$ cat src/hdl/zolc_pkg.sv
// package: constants for the zero-overhead loop controller
package zolc_pkg;
  localparam int          ADDR_W           = 32;
  localparam int          CNT_W            = 32;
  localparam logic [11:0] AUX_LOOP_FIRST   = 12'h002;
  localparam logic [11:0] AUX_LOOP_STOP    = 12'h003;
  localparam logic [31:0] LOOP_FIRST_RST   = 32'h00000000;
  localparam logic [31:0] LOOP_STOP_RST    = 32'h00000000;
  localparam logic [31:0] ITER_CNT_RST     = 32'h00000000;
  localparam logic [31:0] WORD_ALIGN_MASK  = 32'hFFFFFFFC;
  localparam int          SETTLE_WORDS     = 3;
endpackage

$ cat src/hdl/zolc_regs_if.sv
// interface: loop register file write and read paths
interface zolc_regs_if;
  logic        setup_we;
  logic [31:0] setup_stop;
  logic [31:0] setup_first;
  logic        aux_we;
  logic [11:0] aux_addr;
  logic [31:0] aux_wdata;
  logic [31:0] first_addr;
  logic [31:0] stop_addr;
  modport ctrl (output setup_we, setup_stop, setup_first, aux_we, aux_addr, aux_wdata,
                input first_addr, stop_addr);
  modport regs (input setup_we, setup_stop, setup_first, aux_we, aux_addr, aux_wdata,
                output first_addr, stop_addr);
endinterface

$ cat src/hdl/zolc_regs.sv
// module: loop start and loop end auxiliary registers
module zolc_regs (
  input  wire logic clock,
  input  wire logic rstn,
  zolc_regs_if.regs rif
);
  logic [31:0] first_r;
  logic [31:0] stop_r;

  // setup instruction and direct aux writes both land here
  always_ff @(posedge clock or negedge rstn) begin
    if (!rstn) begin
      first_r <= zolc_pkg::LOOP_FIRST_RST;
      stop_r  <= zolc_pkg::LOOP_STOP_RST;
    end else if (rif.setup_we) begin
      first_r <= rif.setup_first;
      stop_r  <= rif.setup_stop;
    end else if (rif.aux_we) begin
      // (RULE3) direct writes honoured
      if (rif.aux_addr == zolc_pkg::AUX_LOOP_FIRST) begin
        first_r <= rif.aux_wdata;
      end
      if (rif.aux_addr == zolc_pkg::AUX_LOOP_STOP) begin
        stop_r <= rif.aux_wdata;
      end
    end
  end

  assign rif.first_addr = first_r;
  assign rif.stop_addr  = stop_r;
endmodule

$ cat src/hdl/zolc_ctrl.sv
// module: next-fetch-address logic for the zero-overhead hardware loop
//
// Overview of operation
// (RULE1) setup loops need two-word bodies minimum
// (RULE2) long-immediate single instruction counts two words
// (RULE3) direct register writes may build one-word loops
// (RULE4) three words fetched after direct write
// (RULE5) long-immediate instruction takes two slots
// (RULE6) no long-immediate instruction in final slot
// (RULE7) final instruction always decrements counter
// (RULE8) count not 0/1, no branch: loop back
// (RULE9) taken branch target always wins
// (RULE10) loop addresses must start an instruction
// (RULE11) late counter writes take effect eventually; here a write in the loop-end cycle is dropped
// (RULE12) late counter reads may be stale
// (RULE13) early exit near end leaves count unpredictable
// (RULE14) delayed branches, setup banned near end
// (RULE15) no breakpoint or sleep at loop end
// (RULE16) start/end are aux registers 2 and 3
// (RULE17) setup writes end and start together
// (RULE18) count 0/1 exits sequentially past end
module zolc_ctrl (
  input  wire logic        clock,
  input  wire logic        rstn,
  input  wire logic        step,
  input  wire logic [31:0] current_program_counter,
  input  wire logic [31:0] seq_next_pc,
  input  wire logic        branch_taken,
  input  wire logic [31:0] branch_target,
  input  wire logic        setup_exec,
  input  wire logic [31:0] setup_disp,
  input  wire logic        aux_we,
  input  wire logic [11:0] aux_addr,
  input  wire logic [31:0] aux_wdata,
  input  wire logic        aux_re,
  input  wire logic        count_we,
  input  wire logic [31:0] count_wdata,
  output logic      [31:0] next_fetch_pc,
  output logic             loop_taken,
  output logic             loop_end_hit,
  output logic      [31:0] aux_rdata,
  output logic      [31:0] loop_iteration_counter
);
  zolc_regs_if rif ();
  logic [31:0] next_fetch_pc_r;
  logic        loop_taken_r;
  logic        loop_end_hit_r;
  logic [31:0] aux_rdata_r;
  logic [31:0] count_r;
  logic [31:0] count_nxt;
  logic [31:0] next_pc_nxt;
  logic        at_end;
  logic        count_low;

  zolc_regs u_regs (
    .clock (clock),
    .rstn  (rstn),
    .rif   (rif)
  );

  // (RULE17) setup writes end and start
  assign rif.setup_we    = step && setup_exec;
  assign rif.setup_stop  = (current_program_counter & zolc_pkg::WORD_ALIGN_MASK) + setup_disp;
  assign rif.setup_first = seq_next_pc;
  // (RULE16) aux addresses 2 and 3
  assign rif.aux_we      = step && aux_we;
  assign rif.aux_addr    = aux_addr;
  assign rif.aux_wdata   = aux_wdata;

  // end detect is by equality only; misaligned addresses are the program's problem
  // (RULE5) opcode slot compared
  // (RULE2) limm loops still match
  assign at_end    = step && (current_program_counter == rif.stop_addr);
  assign count_low = (count_r == 32'h00000000) || (count_r == 32'h00000001);

  // next fetch address choice
  always_comb begin
    next_pc_nxt = seq_next_pc;
    if (branch_taken) begin
      // (RULE9) branch target wins
      next_pc_nxt = branch_target;
    end else if (at_end && !count_low) begin
      // (RULE8) loop back to start
      next_pc_nxt = rif.first_addr;
    end else begin
      // (RULE18) fall through past end
      next_pc_nxt = seq_next_pc;
    end
  end

  // counter next value; software write loses to the end decrement,
  // so a write in the same cycle as the loop end is dropped
  always_comb begin
    count_nxt = count_r;
    // (RULE13) branch exit still decrements
    if (at_end) begin
      // (RULE7) decrement at last instruction
      count_nxt = count_r - 32'h00000001;
    end else if (count_we) begin
      // (RULE11) write applies next cycle; a write in the loop-end cycle is dropped
      count_nxt = count_wdata;
    end
  end

  // iteration counter
  always_ff @(posedge clock or negedge rstn) begin
    if (!rstn) begin
      count_r <= zolc_pkg::ITER_CNT_RST;
    end else begin
      count_r <= count_nxt;
    end
  end

  // fetch redirect address, registered
  always_ff @(posedge clock or negedge rstn) begin
    if (!rstn) begin
      next_fetch_pc_r <= 32'h00000000;
    end else begin
      next_fetch_pc_r <= next_pc_nxt;
    end
  end

  // loop-back pulse; a taken branch suppresses it
  always_ff @(posedge clock or negedge rstn) begin
    if (!rstn) begin
      loop_taken_r <= 1'b0;
    end else begin
      loop_taken_r <= at_end && !count_low && !branch_taken;
    end
  end

  // end-hit pulse, raised whether the loop repeats or exits
  always_ff @(posedge clock or negedge rstn) begin
    if (!rstn) begin
      loop_end_hit_r <= 1'b0;
    end else begin
      loop_end_hit_r <= at_end;
    end
  end

  // aux read port; unmapped addresses read zero
  always_ff @(posedge clock or negedge rstn) begin
    if (!rstn) begin
      aux_rdata_r <= 32'h00000000;
    end else if (aux_re) begin
      case (aux_addr)
        zolc_pkg::AUX_LOOP_FIRST: aux_rdata_r <= rif.first_addr;
        zolc_pkg::AUX_LOOP_STOP:  aux_rdata_r <= rif.stop_addr;
        default:                  aux_rdata_r <= 32'h00000000;
      endcase
    end
  end

  // (RULE12) count read lags one cycle
  assign loop_iteration_counter = count_r;
  assign next_fetch_pc          = next_fetch_pc_r;
  assign loop_taken             = loop_taken_r;
  assign loop_end_hit           = loop_end_hit_r;
  assign aux_rdata              = aux_rdata_r;

  // checks
  AST_BRANCH_WINS: assert property (@(posedge clock) disable iff (!rstn) // RULE9
    branch_taken |=> next_fetch_pc == $past(branch_target))
    else $error("taken branch not next fetch");
  AST_LOOP_BACK: assert property (@(posedge clock) disable iff (!rstn) // RULE8
    (at_end && !count_low && !branch_taken) |=> loop_taken && next_fetch_pc == $past(rif.first_addr))
    else $error("loop back missing");
  AST_DECREMENT: assert property (@(posedge clock) disable iff (!rstn) // RULE7
    at_end |=> count_r == $past(count_r) - 32'h00000001)
    else $error("counter not decremented at end");
  AST_EXIT_SEQ: assert property (@(posedge clock) disable iff (!rstn) // RULE18
    (at_end && count_low && !branch_taken) |=> !loop_taken && next_fetch_pc == $past(seq_next_pc))
    else $error("loop exit not sequential");
  AST_SETUP_REGS: assert property (@(posedge clock) disable iff (!rstn) // RULE17
    rif.setup_we |=> rif.first_addr == $past(seq_next_pc) && rif.stop_addr == $past(rif.setup_stop))
    else $error("setup did not load loop registers");
  AST_DIRECT_WRITE: assert property (@(posedge clock) disable iff (!rstn) // RULE3
    (rif.aux_we && !rif.setup_we && aux_addr == zolc_pkg::AUX_LOOP_STOP)
      |=> rif.stop_addr == $past(aux_wdata))
    else $error("direct end write ignored");
  AST_AUX_READ: assert property (@(posedge clock) disable iff (!rstn) // RULE16
    (aux_re && aux_addr == zolc_pkg::AUX_LOOP_FIRST) |=> aux_rdata == $past(rif.first_addr))
    else $error("start register read wrong");
  AST_COUNT_WRITE: assert property (@(posedge clock) disable iff (!rstn) // RULE11
    (count_we && !at_end) |=> count_r == $past(count_wdata))
    else $error("counter write lost");

  // quiet-cycle checks: nothing moves without its cause, and a taken branch blocks loop-back
  AST_BRANCH_NO_LOOP: assert property (@(posedge clock) disable iff (!rstn) // RULE9
    branch_taken |=> !loop_taken)
    else $error("loop back taken over a branch");
  AST_NO_END_PULSE: assert property (@(posedge clock) disable iff (!rstn) // RULE7
    !at_end |=> !loop_end_hit && !loop_taken)
    else $error("end pulse without last instruction");
  AST_SEQ_IDLE: assert property (@(posedge clock) disable iff (!rstn) // RULE18
    (!branch_taken && !at_end) |=> next_fetch_pc == $past(seq_next_pc))
    else $error("fetch left sequential order");
  AST_COUNT_HOLD: assert property (@(posedge clock) disable iff (!rstn) // RULE7
    (!at_end && !count_we) |=> count_r == $past(count_r))
    else $error("counter moved without cause");

  // last-pass, wrap and branch-at-end checks
  AST_LAST_PASS: assert property (@(posedge clock) disable iff (!rstn) // RULE18
    (at_end && count_r == 32'h00000001 && !branch_taken)
      |=> !loop_taken && count_r == 32'h00000000)
    else $error("last pass did not exit");
  AST_COUNT_WRAP: assert property (@(posedge clock) disable iff (!rstn) // RULE18
    (at_end && count_r == 32'h00000000) |=> !loop_taken && count_r == 32'hFFFFFFFF)
    else $error("zero count did not exit");
  AST_BRANCH_AT_END: assert property (@(posedge clock) disable iff (!rstn) // RULE13
    (at_end && branch_taken)
      |=> loop_end_hit && count_r == $past(count_r) - 32'h00000001)
    else $error("branch at end skipped the decrement");

  // loop register file and read port checks
  AST_REGS_HOLD: assert property (@(posedge clock) disable iff (!rstn) // RULE16
    (!rif.setup_we && !rif.aux_we)
      |=> $stable(rif.first_addr) && $stable(rif.stop_addr))
    else $error("loop registers changed with no write");
  AST_DIRECT_FIRST: assert property (@(posedge clock) disable iff (!rstn) // RULE3
    (rif.aux_we && !rif.setup_we && aux_addr == zolc_pkg::AUX_LOOP_FIRST)
      |=> rif.first_addr == $past(aux_wdata))
    else $error("direct start write ignored");
  AST_AUX_READ_STOP: assert property (@(posedge clock) disable iff (!rstn) // RULE16
    (aux_re && aux_addr == zolc_pkg::AUX_LOOP_STOP) |=> aux_rdata == $past(rif.stop_addr))
    else $error("end register read wrong");
  AST_AUX_READ_ZERO: assert property (@(posedge clock) disable iff (!rstn) // RULE16
    (aux_re && aux_addr != zolc_pkg::AUX_LOOP_FIRST && aux_addr != zolc_pkg::AUX_LOOP_STOP)
      |=> aux_rdata == 32'h00000000)
    else $error("unmapped read not zero");
  AST_RDATA_HOLD: assert property (@(posedge clock) disable iff (!rstn) // RULE16
    !aux_re |=> $stable(aux_rdata))
    else $error("read data moved without a read");
endmodule

$ cat config.mk
export PLATFORM = sky130hd
export DESIGN_NAME = zolc_ctrl
export DESIGN_NICKNAME = d
export VERILOG_FILES = /design/src/hdl/zolc_pkg.sv /design/src/hdl/zolc_regs_if.sv /design/src/hdl/zolc_regs.sv /design/src/hdl/zolc_ctrl.sv
export SDC_FILE = /design/constraint.sdc
export NUM_CORES = 1
export LEC_CHECK = 0
export BUFFER_PORTS_ARGS = -buffer_cell sky130_fd_sc_hd__buf_2
export CAP_MARGIN = 20
export CORE_MARGIN = 2
export CORE_UTILIZATION = 50
export CTS_CLUSTER_DIAMETER = 150
export CTS_CLUSTER_SIZE = 16
export DETAILED_ROUTE_END_ITERATION = 16
export GPL_TIMING_DRIVEN = 1
export PLACE_DENSITY = 0.87
export SETUP_SLACK_MARGIN = 0.02
export SLEW_MARGIN = 20
export SYNTH_ARGS = -nofsm -noshare
export SYNTH_HDL_FRONTEND = slang
export SYNTH_HIERARCHICAL = 1
export SYNTH_SLANG_ARGS = --single-unit
$ cat constraint.sdc
create_clock -name clock -period 2.5 [get_ports clock]
set_input_delay 0.5 -clock clock [delete_from_list [all_inputs] [get_ports clock]]
set_output_delay 0.5 -clock clock [all_outputs]
set_load 0.01 [all_outputs]
## After elaboration in Yosys (flattened, before gate mapping)

Cells that the tools add are included.

| storage, ports and cells | value |
|---|---|
| flip-flop bits (word level) | 162 |
| latch bits | 0 |
| bits in writable memories | 0 |
| memory bits (read-only) | 0 |
| input bits | 212 |
| output and inout bits | 98 |
| logic and storage cells | 39 |
| memories | 0 |

| cells by class | value |
|---|---|
| add/subtract/negate cells | 2 |
| multipliers | 0 |
| div/mod/pow operators | 0 |
| order comparisons | 0 |
| equality and inequality tests | 4 |
| shifts and indexed selects | 0 |
| muxes and demuxes | 11 |
| bitwise operators | 0 |
| reduce and logical (&&, ||, !) cells | 15 |

Operator list:

| cell | number |
|---|---|
| $mux W32 | 10 |
| $pmux W32 S2 | 1 |
| $add A32 B32 Y32 | 1 |
| $eq A32 B1 Y1 const B | 1 |
| $eq A32 B32 Y1 | 1 |
| $logic_not A32 Y1 | 1 |
| $sub A32 B1 Y32 const B | 1 |
| $eq A12 B2 Y1 const B | 2 |
| $reduce_bool A2 Y1 | 4 |
| $logic_and A1 B1 Y1 | 5 |
| $reduce_and A2 Y1 | 2 |
| $logic_not A1 Y1 | 2 |
| $logic_or A1 B1 Y1 | 1 |

## Logic depth before layout (Yosys ltp)

| logic depth | value |
|---|---|
| depth in word-level cells | 6 |
| gate-level depth with buffers | 12 |
| gate-level depth less buffers | 12 |

## Modules after synthesis

Netlist, hierarchy kept.

By module, submodules not included:

| module | instances | cells an instance | area an instance (um^2) | sequential area each (um^2) |
|---|---|---|---|---|
| zolc_ctrl | 1 | 817 | 7,054.3 | 2,452.4 |
| zolc_regs | 1 | 468 | 4,875.9 | 1,601.5 |

## Worst setup path after synthesis

No wires, ideal clock.

| path | value |
|---|---|
| path kind | input -> register |
| from | input port current_program_counter[2] |
| to | register u_regs.stop_r[30], in the netlist u_regs/rif.stop_addr[30] |
| arrival | 2,793 ps |
| path slack | -371 ps |
| stages | 12 |
| path buffers | 0 |
| cell sequence | ha_1 inv_1 fa_1 nand2b_1 a21oi_1 o211ai_1 a2111oi_0 nor2_1 o21a_1 o311ai_1 nor2b_1 a21oi_1 |

| on the way | value |
|---|---|
| word-level cells in the longest chain between the ends | 2 |

RTL lines:

| element | line | source |
|---|---|---|
| from (decl) | zolc_ctrl.sv:26 | `input wire logic [31:0] current_program_counter,` |
| $add A32 B32 Y32 | zolc_ctrl.sv:63 | `assign rif.setup_stop = (current_program_counter & zolc_pkg::WORD_ALIGN_MASK) + setup_disp;` |
| named net rif.setup_stop[30] | zolc_regs_if.sv:4 | `logic [31:0] setup_stop;` |
| $mux W32 | zolc_regs.sv:15 | `end else if (rif.setup_we) begin` |
| to (signal assigned) | zolc_regs.sv:14 | `stop_r <= zolc_pkg::LOOP_STOP_RST;` |
| to (signal assigned) | zolc_regs.sv:17 | `stop_r <= rif.setup_stop;` |
| to (signal assigned) | zolc_regs.sv:24 | `stop_r <= rif.aux_wdata;` |
| to (decl) | zolc_regs.sv:8 | `logic [31:0] stop_r;` |

The timed path passes the listed nets, and every way through them passes these cells.
A chain may end at the register's enable or synchronous reset.

## Worst setup path after layout

| path | value |
|---|---|
| from | register u_regs.stop_r[7], in the netlist u_regs/rif.stop_addr[7] |
| to | register next_fetch_pc_r[25], in the netlist next_fetch_pc[25] |

| on the way | value |
|---|---|
| word-level cells in the longest chain between the ends | 5 |

RTL lines:

| element | line | source |
|---|---|---|
| $eq A32 B32 Y1 | zolc_ctrl.sv:73 | `assign at_end = step && (current_program_counter == rif.stop_addr);` |
| $logic_and A1 B1 Y1 | zolc_ctrl.sv:73 |  |
| $logic_and A1 B1 Y1 | zolc_ctrl.sv:82 | `end else if (at_end && !count_low) begin` |
| $mux W32 | zolc_ctrl.sv:82 |  |
| $mux W32 | zolc_ctrl.sv:79 | `if (branch_taken) begin` |
| named net next_pc_nxt[25] | zolc_ctrl.sv:51 | `logic [31:0] next_pc_nxt;` |
| to (signal assigned) | zolc_ctrl.sv:119 | `next_fetch_pc_r <= next_pc_nxt;` |
| to (decl) | zolc_ctrl.sv:45 | `logic [31:0] next_fetch_pc_r;` |

The timed path passes the listed nets, and every way through them passes these cells.

==> run summary <==
===============================================================================================
Result of the run ................................................................ complete, but fails checks
Fin worst setup slack ............................................................   -0.0782 ns
Mean post-synth cell area ........................................................     9.28 µm²
RSZ-0062 raised after global routing .............................................         true
Finished Core Util ...............................................................        67.7%
Peak supply drop .................................................................     0.452 mV
Startpoint type of the worst setup path ..........................................    flip-flop
Overall overflow remaining after global route ....................................            0
Clk root buf .....................................................................    clkbuf_16
DRT Pass-1 Iters .................................................................            5
Post-Syn Area ....................................................................    11900 µm²
Slowest Stage Delay on Critical Path .............................................      0.58 ns
Normalized max-slew margin .......................................................        32.9%
Data arrival time of the worst path ..............................................      2.88 ns
Slew at the pin with the worst max-slew slack ....................................      1.01 ns
Clock period minus worst slack ...................................................      2.58 ns
Worst-path cell chain ............................................................ xor2_1 -> nor4_1 -> nand3_1 -> or4_4 -> o21bai_4 -> buf_12 -> mux2i_1 -> o21ai_1
Maximum clock path buffer count ..................................................            2
#FFs+latches synth ...............................................................          162
Proportion of synthesized chip area in sequential cells ..........................        34.0%
Net count after synthesis ........................................................         1529
Final count of pins violating max slew ...........................................            0
Post-detailed-placement half-perimeter wirelength ................................     31400 µm
Number of buffers created by CTS .................................................           17
Violations in the final reports .................................................. negative setup slack
Floorplan die area ...............................................................    25100 µm²
Core outline area ................................................................    23500 µm²
Fraction of registers with async set/reset .......................................         100%
Hold/Removal Path Class .......................................................... primary input to async pin
Yosys warning total ..............................................................            6
Initial drt markers ..............................................................         1990
Leading register cell type out of synthesis ......................................      dfrtp_1
Area overhead of the layout relative to synthesis ................................        33.2%
Placer's final routability congestion estimate ...................................        0.943
Kind of capture point of the worst setup path ....................................    flip-flop
Vias per cell ....................................................................         6.31
Ratio of cells with drive above 1 in the final layout ............................        38.7%
TritonCTS clock tree .............................................................        built
Count of buffers inserted at the top-level ports .................................          309
Total Routed Length ..............................................................     43700 µm
Clock insertion delay at the later pin of the skew report ........................      0.43 ns
Number of nets in the finished design ............................................         1915
Total setup violations reported at the end of the flow ...........................           25
Cells after Synth ................................................................         1285
Static leakage power .............................................................      7.20 nW
Detail-routed net length per standard cell .......................................      21.8 µm
Overall die width ................................................................       158 µm
Layout Cell Area excl Fill .......................................................    15900 µm²
Fin. Hold Viols ..................................................................            0
Slowest cell on the critical path ................................................        or4_4
Global-route wire length before repair ...........................................     65400 µm
Worst EP required ................................................................      2.80 ns
Timing-limited maximum frequency .................................................    0.388 GHz
Final antenna-violating net count ................................................            0
Total number of vias .............................................................        12.7k
Count of pins on the block boundary ..............................................          310
Distinct cells, synth ............................................................           75
Count of H-tree levels built during CTS ..........................................            4
Kind of critical path ............................................................ flip-flop to flip-flop
Placement Rows ...................................................................           56
Number of sinks handled by clock tree synthesis ..................................          162
PwrDens ..........................................................................   537 nW/µm²
Remaining routing DRC violations .................................................            0
Number of antenna violations at the first check in global routing ................            6
Starting density of the core .....................................................        50.8%
Chip height ......................................................................       158 µm
Count of max-cap constraint violations ...........................................            0
Largest net degree at the start of global routing ................................           65
Largest fanout on the critical path ..............................................           11
Period utilization ...............................................................         103%
Number of global-route vias before repair ........................................        12.0k
Clock skew after layout ..........................................................    0.0167 ns
Total GRT Usage ..................................................................        33.7%
Cell area after placement ........................................................    14800 µm²
Clock input transition at the sequential cells of the worst setup and hold paths .      0.08 ns
Number of enable-type register cells in the synthesized netlist ..................            0
===============================================================================================
==> final timing paths <==
check | from | to | slack [ns] | cells past startpoint
max | u_regs/rif.stop_addr[7]$_DFFE_PN0P_ | next_fetch_pc[25]$_DFF_PN0_ | -0.08 | 8
min | rstn | loop_iteration_counter[10]$_DFFE_PN0P_ | 0.05 | 1
max reg2reg | u_regs/rif.stop_addr[7]$_DFFE_PN0P_ | next_fetch_pc[25]$_DFF_PN0_ | -0.08 | 8
min reg2reg | aux_rdata[3]$_DFFE_PN0P_ | aux_rdata[3]$_DFFE_PN0P_ | 0.54 | 2
max in group asynchronous | rstn | u_regs/rif.stop_addr[25]$_DFFE_PN0P_ | 1.71 | 2
min in group clock | branch_target[25] | next_fetch_pc[25]$_DFF_PN0_ | 0.29 | 3
==> registers in the layout, indices dropped and copies added (netlist names) <==
name                    flops
aux_rdata                  32
loop_end_hit                1
loop_iteration_counter     32
loop_taken                  1
next_fetch_pc              32
u_regs/rif.first_addr      32
u_regs/rif.stop_addr       32
==> layer usage <==
metal	track usage (%)	part of all wire [%]	vias up
li1	-	-	5600
met2	54.6	46	912
met3	7.46	11	164
met5	0	0.025	-
met1	43.6	39	6007
met4	13.9	4.4	2
==> cells in the mapped netlist, drive strengths merged, types with 3 or more instances <==
master	number	area share, %
a31oi	4	0.21
dfrtp	162	34
o21a	3	0.19
or4	6	0.44
nand2	59	1.9
nor3	17	0.76
xnor2	23	1.7
nor4b	7	0.64
o211ai	4	0.25
nor4	19	1.1
o22ai	33	1.7
a21boi	3	0.19
a21o	11	0.70
inv	65	2.0
a311oi	3	0.27
mux2i	64	5.4
buf	46	3.0
and3	7	0.37
ha	31	3.3
clkbuf	72	2.3
or3	6	0.31
o21bai	4	0.25
o21ai	81	3.4
nor3b	33	2.1
or2	6	0.31
and3b	32	2.3
o31ai	3	0.19
xor2	33	2.4
nand4	8	0.42
nor2b	64	3.4
nor2	51	1.6
a21oi	118	5.0
and2	4	0.21
nand2b	10	0.52
o311ai	4	0.29
a211oi	3	0.23
o221ai	6	0.44
o41ai	64	8.5
a41oi	65	4.8
nand3	28	1.2
==> repair_timing <==
action	4_1_cts	5_1_grt
buffers inserted	5	4
gates resized for setup	40	37
cloned	0	1
endpoints found under the setup margin	40	66
pin swaps	13	16
hold buffers	0	0
==> through the flow <==
stage	power (mW)	hold WS [ns]	worst slack (ns)	instances	TNS (ns)
4_1_cts	8.44	0.0666	-0.0842	1998	-0.113
5_1_grt	8.87	0.0879	-0.135	2006	-3.60
6_report	8.53	0.0491	-0.0782	2009	-0.924
3_5_place_dp	5.53	0.519	-0.767	1961	-24.16
2_1_floorplan	4.41	0.204	-0.305	1285	-0.586
3_3_place_gp	5.44	0.513	-0.639	1961	-20.91
==> layout by cell type, fill, tap and decap left out, drive strengths merged, types with 18 or more instances in the layout <==
cell type / n
buf: 484
xor2: 33
and3b: 32
mux2i: 64
o21ai: 81
inv: 74
nand3: 28
a41oi: 65
o22ai: 33
nor2b: 64
clkbuf: 18
nor2: 51
dfrtp: 162
a21oi: 118
nor3b: 33
nor4: 19
xnor2: 23
o41ai: 64
nand2: 59
ha: 31
==> cells by family (layout without fill, tap and decap cells) <==
| kind of cell | after synthesis | in the layout | synth area share, % |
|---|---|---|---|
| and+or+nand+nor | 364 | 364 | 18.1 |
| buffers and inverters | 183 | 582 | 7.29 |
| xor gates and xnor gates | 56 | 56 | 4.11 |
| muxes | 64 | 64 | 5.37 |
| other | 0 | 6 | 0 |
| adders and majority gates | 32 | 32 | 3.42 |
| AOI/OAI and AO/OA | 424 | 424 | 27.7 |
| DFF | 162 | 162 | 34.0 |
==> where the power goes <==
part / switching (mW) / internal [mW] / total, mW / leakage (nW)
clock: 1.23 / 1.63 / 2.86 / 0.314
combinational: 1.29 / 1.20 / 2.48 / 4.96
sequential: 0.310 / 2.88 / 3.19 / 1.93
total: 2.82 / 5.71 / 8.53 / 7.20
==> layout make-up <==
| class | count | area [µm²] |
|---|---|---|
| clock buffers | 17 | 425 |
| inverters | 65 | 244 |
| fillers | 1719 | 7580 |
| well taps | 319 | 399 |
| diodes | 6 | 15.0 |
| flip-flops and latches | 162 | 4050 |
| multi-input cells | 940 | 7390 |
| repair buffers | 485 | 3140 |
| clock inverters | 15 | 213 |
==> worst max-delay path: cells and delay by family (launching register included) <==
kind | cells | cell delay, ns
XOR/XNOR | 1 | 0.23
AND/OR/NAND/NOR | 3 | 0.99
flip-flops | 1 | 0.44
AO/OA/AOI/OAI | 2 | 0.35
buffers and inverters | 1 | 0.19
multiplexers | 1 | 0.25
Power figures use the tool's default switching activity.
